File: src/pio_pkg.sv
// constants, state layout and decode helpers for the parallel port bank
// assumes one bus clock and a plain single-cycle register port
package pio_pkg;

  localparam int unsigned NUM_PINS  = 54;
  localparam int unsigned NUM_PORTS = 7;
  localparam int unsigned ADDR_W    = 6;
  localparam int unsigned DATA_W    = 8;

  // address layout: {port[2:0], reg[2:0]}
  localparam int unsigned ADDR_PORT_LSB = 3;
  localparam logic [2:0]  REG_DATA      = 3'h0;
  localparam logic [2:0]  REG_DIR       = 3'h1;
  localparam logic [2:0]  REG_PULL      = 3'h2;
  localparam logic [2:0]  REG_SLEW      = 3'h3;
  localparam logic [2:0]  REG_DRIVE     = 3'h4;

  // reset values per pin
  localparam logic RST_DATA  = 1'b0;
  localparam logic RST_DIR   = 1'b0;
  localparam logic RST_PULL  = 1'b0;
  localparam logic RST_SLEW  = 1'b1;
  localparam logic RST_DRIVE = 1'b0;

  // port g placement and its oscillator pins
  localparam int unsigned PORT_G_BASE = 47;
  localparam int unsigned PORT_G_W    = 7;
  localparam int unsigned OSC_PIN_A   = 52;
  localparam int unsigned OSC_PIN_B   = 53;

  typedef struct packed {
    logic [NUM_PINS-1:0] dat;
    logic [NUM_PINS-1:0] dir;
    logic [NUM_PINS-1:0] pull;
    logic [NUM_PINS-1:0] slew;
    logic [NUM_PINS-1:0] drive;
    logic [DATA_W-1:0]   rdata;
  } pio_state_t;

  // ports a..g hold 8,8,7,8,8,8,7 pins
  function automatic int unsigned pio_port_w(input logic [2:0] p);
    case (p)
      3'h2, 3'h6: pio_port_w = 7;
      3'h7:       pio_port_w = 0;
      default:    pio_port_w = 8;
    endcase
  endfunction : pio_port_w

  function automatic int unsigned pio_port_base(input logic [2:0] p);
    case (p)
      3'h0:    pio_port_base = 0;
      3'h1:    pio_port_base = 8;
      3'h2:    pio_port_base = 16;
      3'h3:    pio_port_base = 23;
      3'h4:    pio_port_base = 31;
      3'h5:    pio_port_base = 39;
      3'h6:    pio_port_base = PORT_G_BASE;
      default: pio_port_base = 0;
    endcase
  endfunction : pio_port_base

endpackage : pio_pkg

File: src/pio_pin_sync.sv
// two-stage synchroniser for the raw pin levels
// assumes pin levels arrive asynchronously to the bus clock
`timescale 1ns/1ps
module pio_pin_sync
  import pio_pkg::*;
(
  // clock and reset
  input  wire logic                i_ref_clk,
  input  wire logic                i_arst_n,
  // levels
  input  wire logic [NUM_PINS-1:0] i_raw,
  output logic      [NUM_PINS-1:0] o_sync
);

  typedef struct packed {
    logic [NUM_PINS-1:0] s1;
    logic [NUM_PINS-1:0] s2;
  } pio_sync_t;

  pio_sync_t st_q;
  pio_sync_t st_d;

  always_comb begin
    st_d    = st_q;
    st_d.s1 = i_raw;
    // first stage feeds only the second
    st_d.s2 = st_q.s1;
  end

  always_ff @(posedge i_ref_clk or negedge i_arst_n) begin
    if (!i_arst_n) begin
      st_q <= '0;
    end else begin
      st_q <= st_d;
    end
  end

  assign o_sync = st_q.s2;

endmodule : pio_pin_sync

File: src/pio_pin_owner.sv
// per-pin ownership and pad control, purely combinational
// assumes peripheral enables come from logic on the bus clock
`timescale 1ns/1ps
module pio_pin_owner
  import pio_pkg::*;
(
  // port registers
  input  wire logic i_dir,
  input  wire logic i_dat,
  input  wire logic i_pull,
  input  wire logic i_slew,
  input  wire logic i_drive,
  // shared functions
  input  wire logic i_periph_en,
  input  wire logic i_periph_oe,
  input  wire logic i_periph_out,
  input  wire logic i_analog_en,
  input  wire logic i_force_in,
  input  wire logic i_osc_en,
  // pad controls
  output logic      o_oe_n,
  output logic      o_out,
  output logic      o_pull,
  output logic      o_slew,
  output logic      o_drive_hi
);

  logic drv;

  always_comb begin
    drv = 1'b0;
    if (i_analog_en || i_osc_en) begin
      drv = 1'b0;
    end else if (i_force_in) begin
      drv = 1'b0;
    end else if (i_periph_en) begin
      drv = i_periph_oe;
    end else begin
      drv = i_dir;
    end
    o_oe_n     = ~drv;
    o_out      = i_periph_en ? i_periph_out : i_dat;
    o_pull     = i_pull & ~drv & ~i_analog_en & ~i_osc_en;
    o_slew     = i_slew & drv;
    o_drive_hi = i_drive & drv;
  end

endmodule : pio_pin_owner

File: src/pio_port_bank.sv
// seven-port, 54-pin parallel io bank with pad control and pin arbitration
// assumes a single-cycle register port on the bus clock; pins are async
// What this block does
// - 54 pins in seven ports, plain io
// - reset leaves every pin owned by io
// - reset clears all direction bits
// - reset: slew on, low drive, pullups off
// - direction low: driver off, read pin
// - direction high: drive pin, read latch
// - direction still picks read source under peripheral
// - enabled peripheral decides pin direction
// - peripheral output level replaces data latch
// - analog function disables all digital functions
// - analog pins read as zero
// - analog beats digital peripheral
// - converter beats keyboard interrupt on shared pins
// - keyboard interrupt pin always input
// - oscillator takes both oscillator pins
// - pin controls independent of data, direction
// - pullup bit enables pullup
// - any output forces pullup off
// - analog control forces pullup off
// - data writes latch regardless of direction
// - slew limit only on outputs
// - drive bit selects high drive
//
// Our own choices: the register offsets and the strobed register port.
`timescale 1ns/1ps
module pio_port_bank
  import pio_pkg::*;
(
  // clock and reset
  input  wire logic                i_ref_clk,
  input  wire logic                i_arst_n,
  // register port
  input  wire logic [ADDR_W-1:0]   i_addr,
  input  wire logic [DATA_W-1:0]   i_wdata,
  input  wire logic                i_wr,
  input  wire logic                i_rd,
  output logic      [DATA_W-1:0]   o_rdata,
  // shared digital peripherals, one bit per pin
  input  wire logic [NUM_PINS-1:0] i_periph_en,
  input  wire logic [NUM_PINS-1:0] i_periph_oe,
  input  wire logic [NUM_PINS-1:0] i_periph_out,
  // analog converter inputs, one bit per pin
  input  wire logic [NUM_PINS-1:0] i_analog_en,
  // keyboard interrupt on port g and oscillator enable
  input  wire logic [PORT_G_W-1:0] i_kbi_en,
  input  wire logic                i_osc_en,
  // pads
  input  wire logic [NUM_PINS-1:0] i_pin,
  output logic      [NUM_PINS-1:0] o_pin,
  output logic      [NUM_PINS-1:0] o_pin_oe_n,
  output logic      [NUM_PINS-1:0] o_pullup_en,
  output logic      [NUM_PINS-1:0] o_slew_en,
  output logic      [NUM_PINS-1:0] o_drive_hi
);

  pio_state_t          st_q;
  pio_state_t          st_d;
  logic [NUM_PINS-1:0] pin_s;
  logic [NUM_PINS-1:0] data_rd;
  logic [NUM_PINS-1:0] force_in;
  logic [NUM_PINS-1:0] osc_sel;
  logic [2:0]          a_port;
  logic [2:0]          a_reg;
  logic                a_hit;

  // write one port's bits into a flat pin vector; missing bits ignored
  function automatic logic [NUM_PINS-1:0] put_port(input logic [NUM_PINS-1:0] v,
                                                   input logic [2:0]          p,
                                                   input logic [DATA_W-1:0]   w);
    logic [NUM_PINS-1:0] r;
    int unsigned         b;
    int unsigned         n;
    r = v;
    b = pio_port_base(p);
    n = pio_port_w(p);
    for (int unsigned i = 0; i < DATA_W; i++) begin
      if (i < n) begin
        r[b+i] = w[i];
      end
    end
    return r;
  endfunction : put_port

  // gather one port's bits; absent bit positions read as zero
  function automatic logic [DATA_W-1:0] get_port(input logic [NUM_PINS-1:0] v,
                                                 input logic [2:0]          p);
    logic [DATA_W-1:0] r;
    int unsigned       b;
    int unsigned       n;
    r = '0;
    b = pio_port_base(p);
    n = pio_port_w(p);
    for (int unsigned i = 0; i < DATA_W; i++) begin
      if (i < n) begin
        r[i] = v[b+i];
      end
    end
    return r;
  endfunction : get_port

  assign a_port = i_addr[ADDR_W-1:ADDR_PORT_LSB];
  assign a_reg  = i_addr[ADDR_PORT_LSB-1:0];
  assign a_hit  = (pio_port_w(a_port) != 0) && (a_reg <= REG_DRIVE);

  // pin levels cross into the bus clock before any read logic
  pio_pin_sync u_sync (
    .i_ref_clk (i_ref_clk),
    .i_arst_n  (i_arst_n),
    .i_raw     (i_pin),
    .o_sync    (pin_s)
  );

  // keyboard interrupt only exists on port g; oscillator on two g pins
  always_comb begin
    force_in = '0;
    osc_sel  = '0;
    force_in[PORT_G_BASE +: PORT_G_W] = i_kbi_en;
    osc_sel[OSC_PIN_A] = i_osc_en;
    osc_sel[OSC_PIN_B] = i_osc_en;
  end

  // read source follows the direction bit even under a peripheral
  assign data_rd = ~i_analog_en & ((st_q.dir & st_q.dat) | (~st_q.dir & pin_s));

  generate
    for (genvar g = 0; g < NUM_PINS; g++) begin : g_pin
      pio_pin_owner u_own (
        .i_dir        (st_q.dir[g]),
        .i_dat        (st_q.dat[g]),
        .i_pull       (st_q.pull[g]),
        .i_slew       (st_q.slew[g]),
        .i_drive      (st_q.drive[g]),
        .i_periph_en  (i_periph_en[g]),
        .i_periph_oe  (i_periph_oe[g]),
        .i_periph_out (i_periph_out[g]),
        .i_analog_en  (i_analog_en[g]),
        .i_force_in   (force_in[g]),
        .i_osc_en     (osc_sel[g]),
        .o_oe_n       (o_pin_oe_n[g]),
        .o_out        (o_pin[g]),
        .o_pull       (o_pullup_en[g]),
        .o_slew       (o_slew_en[g]),
        .o_drive_hi   (o_drive_hi[g])
      );
    end
  endgenerate

  always_comb begin
    st_d       = st_q;
    st_d.rdata = '0;
    if (i_wr && a_hit) begin
      case (a_reg)
        REG_DATA:  st_d.dat   = put_port(st_q.dat, a_port, i_wdata);
        REG_DIR:   st_d.dir   = put_port(st_q.dir, a_port, i_wdata);
        REG_PULL:  st_d.pull  = put_port(st_q.pull, a_port, i_wdata);
        REG_SLEW:  st_d.slew  = put_port(st_q.slew, a_port, i_wdata);
        REG_DRIVE: st_d.drive = put_port(st_q.drive, a_port, i_wdata);
        default:   st_d.dat   = st_q.dat;
      endcase
    end
    // unmapped reads answer zero; data stands one cycle only
    if (i_rd && a_hit) begin
      case (a_reg)
        REG_DATA:  st_d.rdata = get_port(data_rd, a_port);
        REG_DIR:   st_d.rdata = get_port(st_q.dir, a_port);
        REG_PULL:  st_d.rdata = get_port(st_q.pull, a_port);
        REG_SLEW:  st_d.rdata = get_port(st_q.slew, a_port);
        REG_DRIVE: st_d.rdata = get_port(st_q.drive, a_port);
        default:   st_d.rdata = '0;
      endcase
    end
  end

  always_ff @(posedge i_ref_clk or negedge i_arst_n) begin
    if (!i_arst_n) begin
      st_q.dat   <= {NUM_PINS{RST_DATA}};
      st_q.dir   <= {NUM_PINS{RST_DIR}};
      st_q.pull  <= {NUM_PINS{RST_PULL}};
      st_q.slew  <= {NUM_PINS{RST_SLEW}};
      st_q.drive <= {NUM_PINS{RST_DRIVE}};
      st_q.rdata <= '0;
    end else begin
      st_q <= st_d;
    end
  end

  assign o_rdata = st_q.rdata;
endmodule : pio_port_bank

File: config.mk
export PLATFORM = sky130hd
export DESIGN_NAME = pio_port_bank
export DESIGN_NICKNAME = d
export VERILOG_FILES = /design/src/pio_pkg.sv /design/src/pio_pin_sync.sv /design/src/pio_pin_owner.sv /design/src/pio_port_bank.sv
export SDC_FILE = /design/constraint.sdc
export NUM_CORES = 1
export LEC_CHECK = 0
export BUFFER_PORTS_ARGS = -buffer_cell sky130_fd_sc_hd__buf_2
export CORE_MARGIN = 10
export CORE_UTILIZATION = 45
export CTS_CLUSTER_SIZE = 12
export DETAILED_ROUTE_END_ITERATION = 8
export HOLD_SLACK_MARGIN = 0.05
export PLACE_DENSITY_LB_ADDON = 0.08
export SYNTH_ARGS = -nofsm -noshare
export SYNTH_HDL_FRONTEND = slang
export SYNTH_SLANG_ARGS = --single-unit
export TNS_END_PERCENT = 100
File: constraint.sdc
create_clock -name i_ref_clk -period 2.7 [get_ports i_ref_clk]
set_input_delay 0.135 -clock i_ref_clk [delete_from_list [all_inputs] [get_ports i_ref_clk]]
set_output_delay 0.135 -clock i_ref_clk [all_outputs]
set_load 0.01 [all_outputs]
==> reports/results.env, run 1 <==
CRITICAL_PATH.REG2REG.ENDPOINT='o_rdata[7]$_DFF_PN0_'
NUMBER_OF_BUFFER_AND_INVERTER_STAGES_ON_THE_CRITICAL_PATH=1
MAXIMUM_NUMBER_OF_PINS_ON_ONE_NET_BEFORE_GLOBAL_ROUTE_REPAIR=79
P_PER_AREA_nW_PER_UM2=639
NNETSFINAL=2981
WORSTSETUPENDPOINT='o_drive_hi[51]'
INITIAL_CORE_UTIL_PCT=45.8
SHARE_OF_SYNTHESIZED_FLIP_FLOPS_WITH_AN_ASYNCHRONOUS_SET_OR_RESET_PCT=100
CRIT_FANOUT=4
DRTPASS1ITERATIONS=8
DRTANTENNAVIOLNETS=0
DRC=0
NETLIST_TOP_CELLS_AREA='dfrtp_1 (37%), mux2_2 (12%), buf_4 (9.1%)'
WIRE_LENGTH_OF_THE_FIRST_GLOBAL_ROUTING_PASS_UM=142000
STATUS='finished clean'
CTS_TREE='yes'
CRITICAL_PATH.ENDPOINT_TYPE='output pin'
FP.DIEW_UM=244
YOSYS.AREA.TOP_TYPE_SHARE_PCT=36.9
POST_CTS_HOLD_BUFFER_COUNT=59
STDCELL_AREA_UM2=27400
FINALHOLDVIOLATIONS=0
WORSTSETUPSTARTPOINT='st_q[221]$_DFFE_PN0P_'
GRT.TOTAL_USAGE_PCT=32.3
ROUTED-VIA-COUNT=19138
TOTAL_SWITCHING_POWER_mW=5.64
CLOCK_LATENCY_NS=0.58
CP_SLOWEST_STAGE_DELAY_NS=0.67
YOSYS.CELL_TYPES.COUNT=70
TRITONCTS_NUM_SINKS=386
PWR-SHARE-SEQ_PCT=43.8
DRT_ITER0_MARKERS=1891
MAPPEDNETLISTNETS=2501
DETAILED_PLACEMENT_WIRELENGTH_ESTIMATE_UM=79200
MAX_CAP_VIOLATIONS=0
CLOCK-SKEW-FINAL_NS=0.0136
PATH_DELAY_FAMILY='simple AND/OR/NAND/NOR gates'
AREA.GROWTH.SYNTH_TO_FINAL_PCT=21.6
YOSYSWARNINGS=0
WORST-ENDPOINT-ARRIVAL_NS=2.29
POSTCTSSETUPREPAIRBUFS=0
SYNTH.YOSYS.SEQ_AREA_SHARE_PCT=43.2
TIMING.MAX_SLEW.REL_SLACK_PCT=41.3
ROUTABILITYCONGESTION=0.984
VDD_IR_DROP_MAX_mV=0.599
CTS-BUFFERS-INSERTED=43
POWER_SWITCHING_SHARE_PCT=32.3
CTS_MAX_LEVEL=2
SYNTH_SEQ_CELLS=386
FP.DIEAREA_UM2=59400
MAX_FREQ_MHz=412
R2R_SETUP_SLACK_NS=0.45
SYNTH_ENABLE_FLOP_CELLS=0
COMBPWRFRAC_PCT=22.6
CTS.PATH.MAX_BUFFERS=3
DOMINANTREGCELLSYNTH='dfrtp_1'
NUMBER_OF_ANTENNA_VIOLATIONS_AT_THE_FIRST_CHECK_IN_GLOBAL_ROUTING=0
FIRST_GLOBAL_VIAS=19883
CRITICAL_PATH_REQUIRED_NS=2.57
LAYOUT_WORST_PATH_CYCLE_SHARE_PCT=89.8
CRITICALPATHCATEGORY='register to output pin'
NUM_ANTENNA_CELLS=0
YOSYS.AREA.TOP_TYPE='dfrtp_1'
CTS_RESIZED=0
LAYOUT-DRIVE-GT1-SHARE_PCT=42.8
DP_WORST_SETUP_SLACK_NS=-0.00115
WL_UM=98800
CELL_AREA_AFTER_PLACEMENT_UM2=25400
SYNTHESIS.AREA_PER_INSTANCE_UM2=10.2
FINALWORSTSETUPSLACK_NS=0.274
HP-CLASS='primary input to register'
TIMING.FINAL.CRIT_PERIOD_NS=2.43
DETAIL_ROUTE.VIAS_PER_CELL=5.66
INTPOWER_mW=11.8
FILLERS=4419
STD_CELL_ROWS=81
TOP_LEVEL_PORTS=574
CRIT_CHAIN='mux2i_1, nor3_1, and2_1, buf_2'
OVERFLOW=0
PATH_CLK_SLEW_NS=0.06
PORT-BUFFER-COUNT=573
SYNTHESIS.INSTANCES=2202
CORE_UM2=49200
GRT_SETUP_UNREPAIRED='false'
R2R_START='st_q[208]$_DFFE_PN0P_'
POWER_LEAKAGE_nW=13.1
TIMING.FINAL.MAX_SLEW_VIOLATIONS=0
SHARE_CLK_OF_TOTAL_POWER_PCT=33.7
TIMING.FINAL.SETUP_VIOLATIONS=0
DIE_HEIGHT_UM=244
CRIT_PATH_TOP_DELAY_CELL='nor3_1'
CRITICAL_PATH.STARTPOINT_TYPE='register'
CLOCKROOTBUFFER='clkbuf_16'
WL_PER_CELL_UM=29.2
WORST_PIN_SLEW_NS=0.856
WORSTREGTOREGCELLS=6
WORST-PATH-STAGES=4
MAPPEDNETLISTAREA_UM2=22500
==> tightest hold or removal path, stage by stage <==
cell and delay (ns):
buf_2 0.10, or4_1 0.14, nand4_1 0.09, nand4b_1 0.11, a31oi_1 0.07
==> through the flow <==
stage	cells	utilization, %	power (mW)	hold slack [ns]	setup TNS [ns]
after floorplan	2202	-	9.61	-0.161	0
after global placement	3242	51.6	11.5	0.175	-0.00566
after detailed placement	3242	51.6	11.6	0.186	-0.00115
after CTS	3380	55.7	17.5	0.113	0
after global routing	3380	55.7	18.1	0.169	0
final	3380	55.7	17.5	0.134	0
==> sequential cells by signal (all words and copies together) (netlist names) <==
register and cells:
st_q 270, u_sync.st_d 54, o_rdata 8, u_sync.o_sync 54
==> cells in the final DEF, fill, tap and decap left out, types with 7 or more instances in the layout <==
cell / instances
buf_2: 571
dfrtp_1: 332
mux2_2: 234
buf_4: 162
mux2i_1: 154
nand2_1: 140
nor2_1: 135
o21ai_0: 128
and2_1: 112
a21oi_1: 92
inv_1: 72
dlygate4sd3_1: 59
dfstp_2: 54
nor3b_1: 53
clkbuf_16: 44
nor3_1: 40
a211oi_1: 26
mux4_2: 20
a31oi_1: 19
o22ai_1: 19
buf_12: 18
a221oi_1: 15
nor4_1: 14
clkbuf_1: 13
nand3_1: 12
nand2b_1: 8
clkbuf_8: 8
nand3b_1: 7
o221ai_1: 7
nand2_2: 7
==> Yosys cell counts (5+ instances only) <==
library cell and number:
nor3_1 41, nor4_1 14, buf_1 5, nand2_1 141, dfrtp_1 332, a211oi_1 26, and3_1 6, a211o_1 5
a31oi_1 19, nand2_2 7, nor2b_1 6, nand2b_1 8, a221oi_1 15, buf_4 273, mux2i_1 154, nand3_1 14
o22ai_1 19, mux2_2 234, buf_2 40, o221ai_1 7, and3b_1 6, inv_1 73, mux4_2 20, clkbuf_1 55
and2_1 112, dfstp_2 54, nor3b_1 53, o21ai_0 130, a21oi_1 92, a22oi_1 6, o2111ai_1 5, nand3b_1 7
nor2_1 139
==> metal layers <==
metal  GRT usage, %  share of wire, %  up-vias
met1           41.5                41     9658
met3           6.06               6.9      136
met5              0                 0        -
li1               -                 -     8456
met2           53.6                48      888
met4           11.0               3.3        0
==> power groups by stage <==
stage	clock network [mW]	registers [mW]	logic (mW)
after floorplan	0	7.11	2.50
after CTS	5.95	7.63	3.93
after detailed placement	0	7.73	3.84
after global routing	6.19	7.71	4.22
final	5.89	7.65	3.94
after global placement	0	7.73	3.79
==> cell families after synthesis <==
group / Yosys count / synth area share, %
DFF: 386 / 43.2
buffers and inverters: 451 / 12.4
muxes: 412 / 20.8
and+or+nand+nor: 584 / 13.5
adders and majority gates: 3 / 0.167
AOI/OAI and AO/OA: 366 / 9.92
==> worst min path at each step <==
stage / startpoint / to / cells past startpoint
finish: i_analog_en[1] / o_rdata[1]$_DFF_PN0_ / 5
global route: i_wdata[5] / st_q[114]$_DFFE_PN1P_ / 2
CTS: i_analog_en[48] / o_rdata[1]$_DFF_PN0_ / 5
detailed placement: i_arst_n / u_sync.st_d[30]$_DFF_PN0_ / 1
global placement: i_arst_n / u_sync.st_d[30]$_DFF_PN0_ / 1
floorplan: i_arst_n / o_rdata[0]$_DFF_PN0_ / 0
==> final cells by class <==
| type | instances | area (µm²) | area share, % |
|---|---|---|---|
| clock buffer | 65 | 1260 | 4.60 |
| tap | 664 | 831 | 3.04 |
| inverter | 75 | 287 | 1.05 |
| sequential | 386 | 9730 | 35.5 |
| multi-input combinational | 1365 | 10100 | 36.8 |
| timing repair buffer | 811 | 5040 | 18.4 |
| clock inverter | 14 | 146 | 0.535 |
No activity file was read; power rests on OpenSTA's default activity.
==> run 2: changes to the inputs <==
--- a/config.mk
+++ b/config.mk
@@ -5,11 +5,12 @@
 export SDC_FILE = /design/constraint.sdc
 export NUM_CORES = 1
 export LEC_CHECK = 0
-export BUFFER_PORTS_ARGS = -buffer_cell sky130_fd_sc_hd__buf_2
-export CORE_MARGIN = 10
-export CORE_UTILIZATION = 45
+export CORE_AREA = 10 10 215 217
+export CTS_BUF_LIST = sky130_fd_sc_hd__clkbuf_8
 export CTS_CLUSTER_SIZE = 12
 export DETAILED_ROUTE_END_ITERATION = 8
+export DIE_AREA = 0 0 225 227
+export DONT_BUFFER_PORTS = 1
 export HOLD_SLACK_MARGIN = 0.05
 export PLACE_DENSITY_LB_ADDON = 0.08
 export SYNTH_ARGS = -nofsm -noshare
==> reports/results.env, run 2 (synthesized netlist as in run 1, its figures left out) <==
DRTANTENNAVIOLNETS=0
DRT_ITER0_MARKERS=1981
CRIT_FANOUT=9
LAYOUT.CELLS.MOST_COMMON='dfrtp_1'
PATH_CLK_SLEW_NS=0.06
VDD_IR_DROP_MAX_mV=0.486
CRITICAL_PATH.REG2REG.ENDPOINT='o_rdata[0]$_DFF_PN0_'
CORE_UM2=41800
ROUTABILITYCONGESTION=0.968
FIRST_GLOBAL_VIAS=17912
CLOCK_LATENCY_NS=0.68
LAYOUT_WORST_PATH_CYCLE_SHARE_PCT=97.4
LARGEST_REGISTER_FFS=270
CRITICALPATHCATEGORY='primary input to register'
TOTALPOWERFINAL_mW=16.5
DRC=0
LAYOUT-DRIVE-GT1-SHARE_PCT=24.8
TIMING.FINAL.SETUP_VIOLATIONS=0
FIN_TNS_SETUP_NS=0
NNETSFINAL=2446
LAYOUT.CORE_UTILIZATION_PCT=59.0
P_PER_AREA_nW_PER_UM2=669
WIRE_LENGTH_OF_THE_FIRST_GLOBAL_ROUTING_PASS_UM=133000
MAXIMUM_NUMBER_OF_PINS_ON_ONE_NET_BEFORE_GLOBAL_ROUTE_REPAIR=387
ROUTED-VIA-COUNT=17508
CRITICAL_PATH_REQUIRED_NS=3.25
FP.DIEAREA_UM2=51100
WORSTREGTOREGCELLS=7
R2R_START='st_q[193]$_DFFE_PN0P_'
WORST-ENDPOINT-ARRIVAL_NS=3.18
NUMBER_OF_ANTENNA_VIOLATIONS_AT_THE_FIRST_CHECK_IN_GLOBAL_ROUTING=3
TOP_LEVEL_PORTS=574
MAX_FLOP_REGISTER='st_q'
CLOCKROOTBUFFER='clkbuf_8'
FP.DIEW_UM=225
LAYOUT.CELLS.NON_FILLER=2743
CRITICAL_PATH.STARTPOINT_TYPE='primary input'
WORST_PIN_SLEW_NS=1.10
TIMING.MAX_SLEW.REL_SLACK_PCT=26.7
DP.CELLS=2451
VIOLATED_CHECKS='hold timing'
POWER_LEAKAGE_nW=10.7
MOST_FREQUENT_CELLS_IN_THE_LAYOUT='dfrtp_1 (332), mux2_2 (234), mux2i_1 (154), dlygate4sd3_1 (154), nand2_1 (140)'
STATUS='finished, violations left'
CLOCK-SKEW-FINAL_NS=0.0462
TRITONCTS_NUM_SINKS=386
TIMING.FINAL.MAX_SLEW_VIOLATIONS=0
DRTPASS1ITERATIONS=5
PORT-BUFFER-COUNT=0
DETAIL_ROUTE.VIAS_PER_CELL=6.38
CTS_MAX_LEVEL=3
FINALHOLDVIOLATIONS=386
DETAILED_PLACEMENT_WIRELENGTH_ESTIMATE_UM=70500
CTS-BUFFERS-INSERTED=68
STD_CELL_ROWS=75
CRITICAL_PATH.ENDPOINT_TYPE='register'
CTS_TREE='yes'
WHS_NS=-0.830
WL_UM=94500
INITIAL_CORE_UTIL_PCT=53.9
MAX_CAP_VIOLATIONS=0
DIE_HEIGHT_UM=227
WL_PER_CELL_UM=34.4
MAX_FREQ_MHz=380
FILLERS=3564
R2R_SETUP_SLACK_NS=0.19
CTS.PATH.MAX_BUFFERS=3
WORSTSETUPENDPOINT='st_q[201]$_DFFE_PN0P_'
AREA.GROWTH.SYNTH_TO_FINAL_PCT=9.35
HP-CLASS='primary input to asynchronous set/reset pin'
WORSTSETUPSTARTPOINT='i_wr'
GRT_SETUP_UNREPAIRED='false'
GRT.TOTAL_USAGE_PCT=36.1
TIMING.FINAL.CRIT_PERIOD_NS=2.63
OVERFLOW=0
-- run 2: critical path, cell delays in order --
cell and delay, ns:
dlygate4sd3_1 0.61, inv_1 0.12, or3_4 0.43, nor3b_4 0.16
dlygate4sd3_1 0.63, buf_6 0.17, nand2_1 0.06, dlygate4sd3_1 0.56
mux2_1 0.30
-- run 2: worst min-delay path by stage --
stage / to / slack (ns) / cells after the start
after global routing: u_sync.o_sync[39]$_DFF_PN0_ / -0.86 / 0
after CTS: u_sync.st_d[23]$_DFF_PN0_ / -0.86 / 0
after global placement: u_sync.st_d[39]$_DFF_PN0_ / -0.15 / 0
after detailed placement: u_sync.st_d[23]$_DFF_PN0_ / -0.15 / 0
final: u_sync.o_sync[39]$_DFF_PN0_ / -0.83 / 0
after floorplan: o_rdata[0]$_DFF_PN0_ / -0.16 / 0
-- run 2: cell type report --
class	instances	area [µm²]	share of cell area, %
Clock inverter	36	211	0.859
Timing Repair Buffer	251	2420	9.84
Antenna cell	3	7.51	0.0305
Inverter	75	287	1.16
Sequential cell	386	9730	39.5
Clock buffer	88	1210	4.92
Multi-Input combinational cell	1365	10100	40.9
Tap cell	539	674	2.74
-- run 2: metrics by stage --
| stage | cell area, µm² | setup slack (ns) |
|---|---|---|
| 2_1_floorplan | 22700 | 0.0223 |
| 3_3_place_gp | 21500 | -0.0727 |
| 3_5_place_dp | 21500 | -0.0843 |
| 4_1_cts | 24600 | 0.0278 |
| 5_1_grt | 24600 | 0.0317 |
| 6_report | 24600 | 0.0694 |
-- run 2: timing repair --
action | 4_1_cts | 5_1_grt
setup buffers | 0 | 3
hold buffers | 161 | 1
endpoints found under the hold margin | 718 | 387
resized for setup | 0 | 1
setup endpoints to repair | 0 | 2
-- run 2: where the power goes --
part / internal [mW] / switching (mW) / total (mW) / leakage (nW)
registers: 6.61 / 1.02 / 7.63 / 4.81
logic: 1.46 / 1.76 / 3.22 / 5.10
clock network: 3.05 / 2.57 / 5.62 / 0.816
-- run 2: layer usage --
metal | part of all wire (%) | GRT usage (%)
met2 | 48 | 59.2
met4 | 2.9 | 11.6
met3 | 9.0 | 8.90
met5 | 0.0074 | 0
met1 | 40 | 46.2
==> run 3: changes to the inputs <==
--- a/config.mk
+++ b/config.mk
@@ -5,11 +5,12 @@
 export SDC_FILE = /design/constraint.sdc
 export NUM_CORES = 1
 export LEC_CHECK = 0
-export CORE_AREA = 10 10 215 217
+export ABC_AREA = 1
+export CORE_AREA = 10 10 216 218
 export CTS_BUF_LIST = sky130_fd_sc_hd__clkbuf_8
 export CTS_CLUSTER_SIZE = 12
 export DETAILED_ROUTE_END_ITERATION = 8
-export DIE_AREA = 0 0 225 227
+export DIE_AREA = 0 0 226 228
 export DONT_BUFFER_PORTS = 1
 export HOLD_SLACK_MARGIN = 0.05
 export PLACE_DENSITY_LB_ADDON = 0.08
==> reports/results.env, run 3 <==
CLOCK-SKEW-FINAL_NS=0.0327
WORST_PIN_SLEW_NS=1.29
COMBPWRFRAC_PCT=26.2
VDD_IR_DROP_MAX_mV=0.556
NUMBER_OF_BUFFER_AND_INVERTER_STAGES_ON_THE_CRITICAL_PATH=3
ROUTABILITYCONGESTION=1.02
YOSYS.AREA.TOP_TYPE='dfrtp_1'
NETLIST_TOP_CELLS_AREA='dfrtp_1 (34%), nand2_1 (14%), o21ai_0 (9.4%)'
FINALWORSTSETUPSLACK_NS=0.0800
CP_SLOWEST_STAGE_DELAY_NS=0.59
FILLERS=3879
POST_SYNTH_AND_OR_NAND_NOR_AREA_FRACTION_PCT=24.8
GRT_BUSIEST_LAYER='met2'
HP-CLASS='primary input to asynchronous set/reset pin'
P_PER_AREA_nW_PER_UM2=720
TIMING.FINAL.SETUP_VIOLATIONS=0
SYNTH_ENABLE_FLOP_CELLS=0
DETAIL_ROUTE.VIAS_PER_CELL=6.11
SYNTH.YOSYS.SEQ_AREA_SHARE_PCT=40.3
GROUTE.LAYER.MET1.USAGE_PCT=51.9
SYNTH_SEQ_CELLS=386
YOSYS.AREA.TOP_TYPE_SHARE_PCT=34.4
YOSYSWARNINGS=0
COMBINATIONAL_FAMILY_WITH_THE_MOST_AREA_AFTER_SYNTHESIS='simple AND/OR/NAND/NOR gates'
WL_PER_CELL_UM=26.9
DRTPASS1ITERATIONS=6
CTS-BUFFERS-INSERTED=70
LAYOUT_WORST_PATH_CYCLE_SHARE_PCT=97.0
POWER_SWITCHING_SHARE_PCT=37.6
PATH_DELAY_FAMILY='buffers and inverters'
R2R_SETUP_SLACK_NS=0.59
LAYOUT-DRIVE-GT1-SHARE_PCT=8.01
SYNTH-ADDER-AREA-SHARE_PCT=0.156
NUMBER_OF_ANTENNA_VIOLATIONS_AT_THE_FIRST_CHECK_IN_GLOBAL_ROUTING=4
LARGEST_REGISTER_FFS=270
PATH_CLK_SLEW_NS=0.06
MAXIMUM_NUMBER_OF_PINS_ON_ONE_NET_BEFORE_GLOBAL_ROUTE_REPAIR=387
SYNTH.MUX.AREA_FRACTION_PCT=0
GLOBAL_ROUTE.USAGE.MET2_PCT=62.0
MOST_FREQUENTLY_USED_CELL_TYPE_IN_THE_POST_SYNTHESIS_NETLIST='nand2_1'
DRC=0
CRITICAL_PATH.REG2REG.ENDPOINT='o_rdata[7]$_DFF_PN0_'
CRIT_PATH_TOP_DELAY_CELL='dlygate4sd3_1'
PORT-BUFFER-COUNT=0
FIRST_GLOBAL_VIAS=23307
SHARE_OF_SYNTHESIZED_FLIP_FLOPS_WITH_AN_ASYNCHRONOUS_SET_OR_RESET_PCT=100
SYNTHESIS.INSTANCES=3500
VIOLATED_CHECKS='hold timing'
PWR-SHARE-SEQ_PCT=40.8
CTS_MAX_LEVEL=3
WIRE_LENGTH_OF_THE_FIRST_GLOBAL_ROUTING_PASS_UM=155000
TIMING.MAX_SLEW.REL_SLACK_PCT=14.0
CRITICALPATHCATEGORY='primary input to register'
DRTANTENNAVIOLNETS=0
OVERFLOW=0
MULTI_INPUT_AREA_UM2=10100
GRT_SETUP_UNREPAIRED='false'
DIE_HEIGHT_UM=228
GLOBAL_ROUTE.USAGE.MET3_PCT=11.9
ROUTED-VIA-COUNT=24250
CRITICAL_PATH_REQUIRED_NS=3.30
STATUS='finished, violations left'
CTS_TREE='yes'
CRITICAL_PATH.STARTPOINT_TYPE='primary input'
CLOCK_LATENCY_NS=0.68
CRITICAL_PATH.ENDPOINT_TYPE='register'
GRT.TOTAL_USAGE_PCT=40.2
WORSTREGTOREGCELLS=10
STD_CELL_ROWS=76
TOP_LEVEL_PORTS=574
CRIT_FANOUT=12
SYNTH_XOR_XNOR_AREA_SHARE_PCT=0
SYNTHESIS.AREA_PER_INSTANCE_UM2=6.89
FP.DIEAREA_UM2=51500
TOTAL_SWITCHING_POWER_mW=6.98
WL_UM=107000
DRT_ITER0_MARKERS=3758
MOST_FREQUENT_CELLS_IN_THE_LAYOUT='nand2_1 (918), o21ai_0 (454), inv_1 (440)'
SYNTH_COMPOUND_AREA_SHARE_PCT=16.9
SEQUENTIAL_CELL_AREA_UM2=9730
MAX_FREQ_MHz=382
AREA.GROWTH.SYNTH_TO_FINAL_PCT=6.91
DETAILED_PLACEMENT_WIRELENGTH_ESTIMATE_UM=78200
MAPPEDNETLISTNETS=3799
FINALHOLDVIOLATIONS=386
CRIT_CHAIN='nor2_2, dlygate4sd3_1, nand2_1, nand2_2, nor2_8, ha_4, clkinv_2, nor2_2, nand2_1, nor2_2, nand2_1, dlygate4sd3_1, o21ai_0'
MAPPEDNETLISTAREA_UM2=24100
INITIAL_CORE_UTIL_PCT=56.7
R2R_START='st_q[176]$_DFFE_PN0P_'
POWER_LEAKAGE_nW=12.4
TIMING.FINAL.CRIT_PERIOD_NS=2.62
CLOCKROOTBUFFER='clkbuf_8'
WORST-ENDPOINT-ARRIVAL_NS=3.22
NNETSFINAL=3661
YOSYS.CELL_TYPES.COUNT=36
INTPOWER_mW=11.6
WHS_NS=-0.830
SHARE_CLK_OF_TOTAL_POWER_PCT=33.0
SYNTH_COMMON_CELLS='nand2_1 (918), o21ai_0 (454), inv_1 (421)'
TRITONCTS_NUM_SINKS=386
CORE_UM2=42500
LAYOUT.CELLS.MOST_COMMON='nand2_1'
MAX_CAP_VIOLATIONS=0
POST_CTS_HOLD_BUFFER_COUNT=131
MAX_FLOP_REGISTER='st_q'
DP_WORST_SETUP_SLACK_NS=0.220
FP.DIEW_UM=226
DOMINANTREGCELLSYNTH='dfrtp_1'
TIMING.FINAL.MAX_SLEW_VIOLATIONS=0
CTS.PATH.MAX_BUFFERS=3
## run 3: cell types whose count changed after synthesis, sizes merged, moves of 56 or more
cell,delta
o21ai,+328
nor2,+129
inv,+348
nor3b,-56
nand3,+251
and2,-112
nand2,+774
a21oi,+166
mux2i,-154
mux2,-238
## run 3: how the worst max path moves through the flow
stage / from / to / slack [ns] / depth (start not counted)
global route: i_addr[4] / st_q[230]$_DFFE_PN0P_ / 0.007 / 13
global placement: i_addr[4] / st_q[243]$_DFFE_PN0P_ / 0.27 / 14
finish: i_addr[4] / st_q[230]$_DFFE_PN0P_ / 0.08 / 13
detailed placement: i_addr[4] / st_q[223]$_DFFE_PN0P_ / 0.22 / 12
CTS: i_addr[4] / st_q[226]$_DFFE_PN0P_ / 0.07 / 13
floorplan: i_addr[4] / st_q[243]$_DFFE_PN0P_ / -0.07 / 16
## run 3: area by class of cell
type	count	share of cell area [%]
Clock inverter	41	1.28
Inverter	423	6.16
Timing Repair Buffer	216	8.10
Multi-Input combinational cell	2265	39.4
Clock buffer	88	4.70
Sequential cell	386	37.7
Antenna cell	3	0.0291
Tap cell	546	2.65
## run 3: what timing repair did
| action | 4_1_cts | 5_1_grt |
|---|---|---|
| buffers inserted | 0 | 2 |
| setup endpoints to repair | 0 | 3 |
| endpoints found under the hold margin | 668 | 386 |
| resized for setup | 0 | 2 |
## run 3: kinds of logic (layout without fill, tap and decap cells)
| group | Yosys count | count (layout) |
|---|---|---|
| adder cells (fa/ha/maj) | 3 | 3 |
| AND/OR/NAND/NOR | 1477 | 1477 |
| other | 0 | 3 |
| AO/OA/AOI/OAI | 785 | 785 |
| buffers and inverters | 849 | 768 |
| flip-flops | 386 | 386 |
## run 3: layer usage
metal	wire length, µm	up-vias	share of wire [%]
met1	40100	11552	38
met4	4760	4	4.4
met2	48500	1766	45
met3	13500	259	13
met5	20	-	0.019
li1	-	10669	-
## run 3: power by group through the flow
stage | logic [mW] | clock network [mW] | registers, mW
2_1_floorplan | 3.32 | 0 | 7.25
3_3_place_gp | 4.40 | 0 | 7.61
3_5_place_dp | 4.47 | 0 | 7.62
4_1_cts | 4.70 | 6.14 | 7.53
5_1_grt | 5.25 | 6.42 | 7.65
6_report | 4.86 | 6.13 | 7.58
## run 3: per-stage QoR
step | instance area (µm²) | total power, mW | instances | setup TNS (ns) | util, %
2_1_floorplan | 24100 | 10.6 | 3500 | -0.512 | -
3_3_place_gp | 22900 | 12.0 | 3703 | 0 | 53.8
3_5_place_dp | 22900 | 12.1 | 3703 | 0 | 53.8
4_1_cts | 25800 | 18.4 | 3963 | 0 | 60.6
5_1_grt | 25800 | 19.3 | 3967 | 0 | 60.7
6_report | 25800 | 18.6 | 3968 | 0 | 60.7
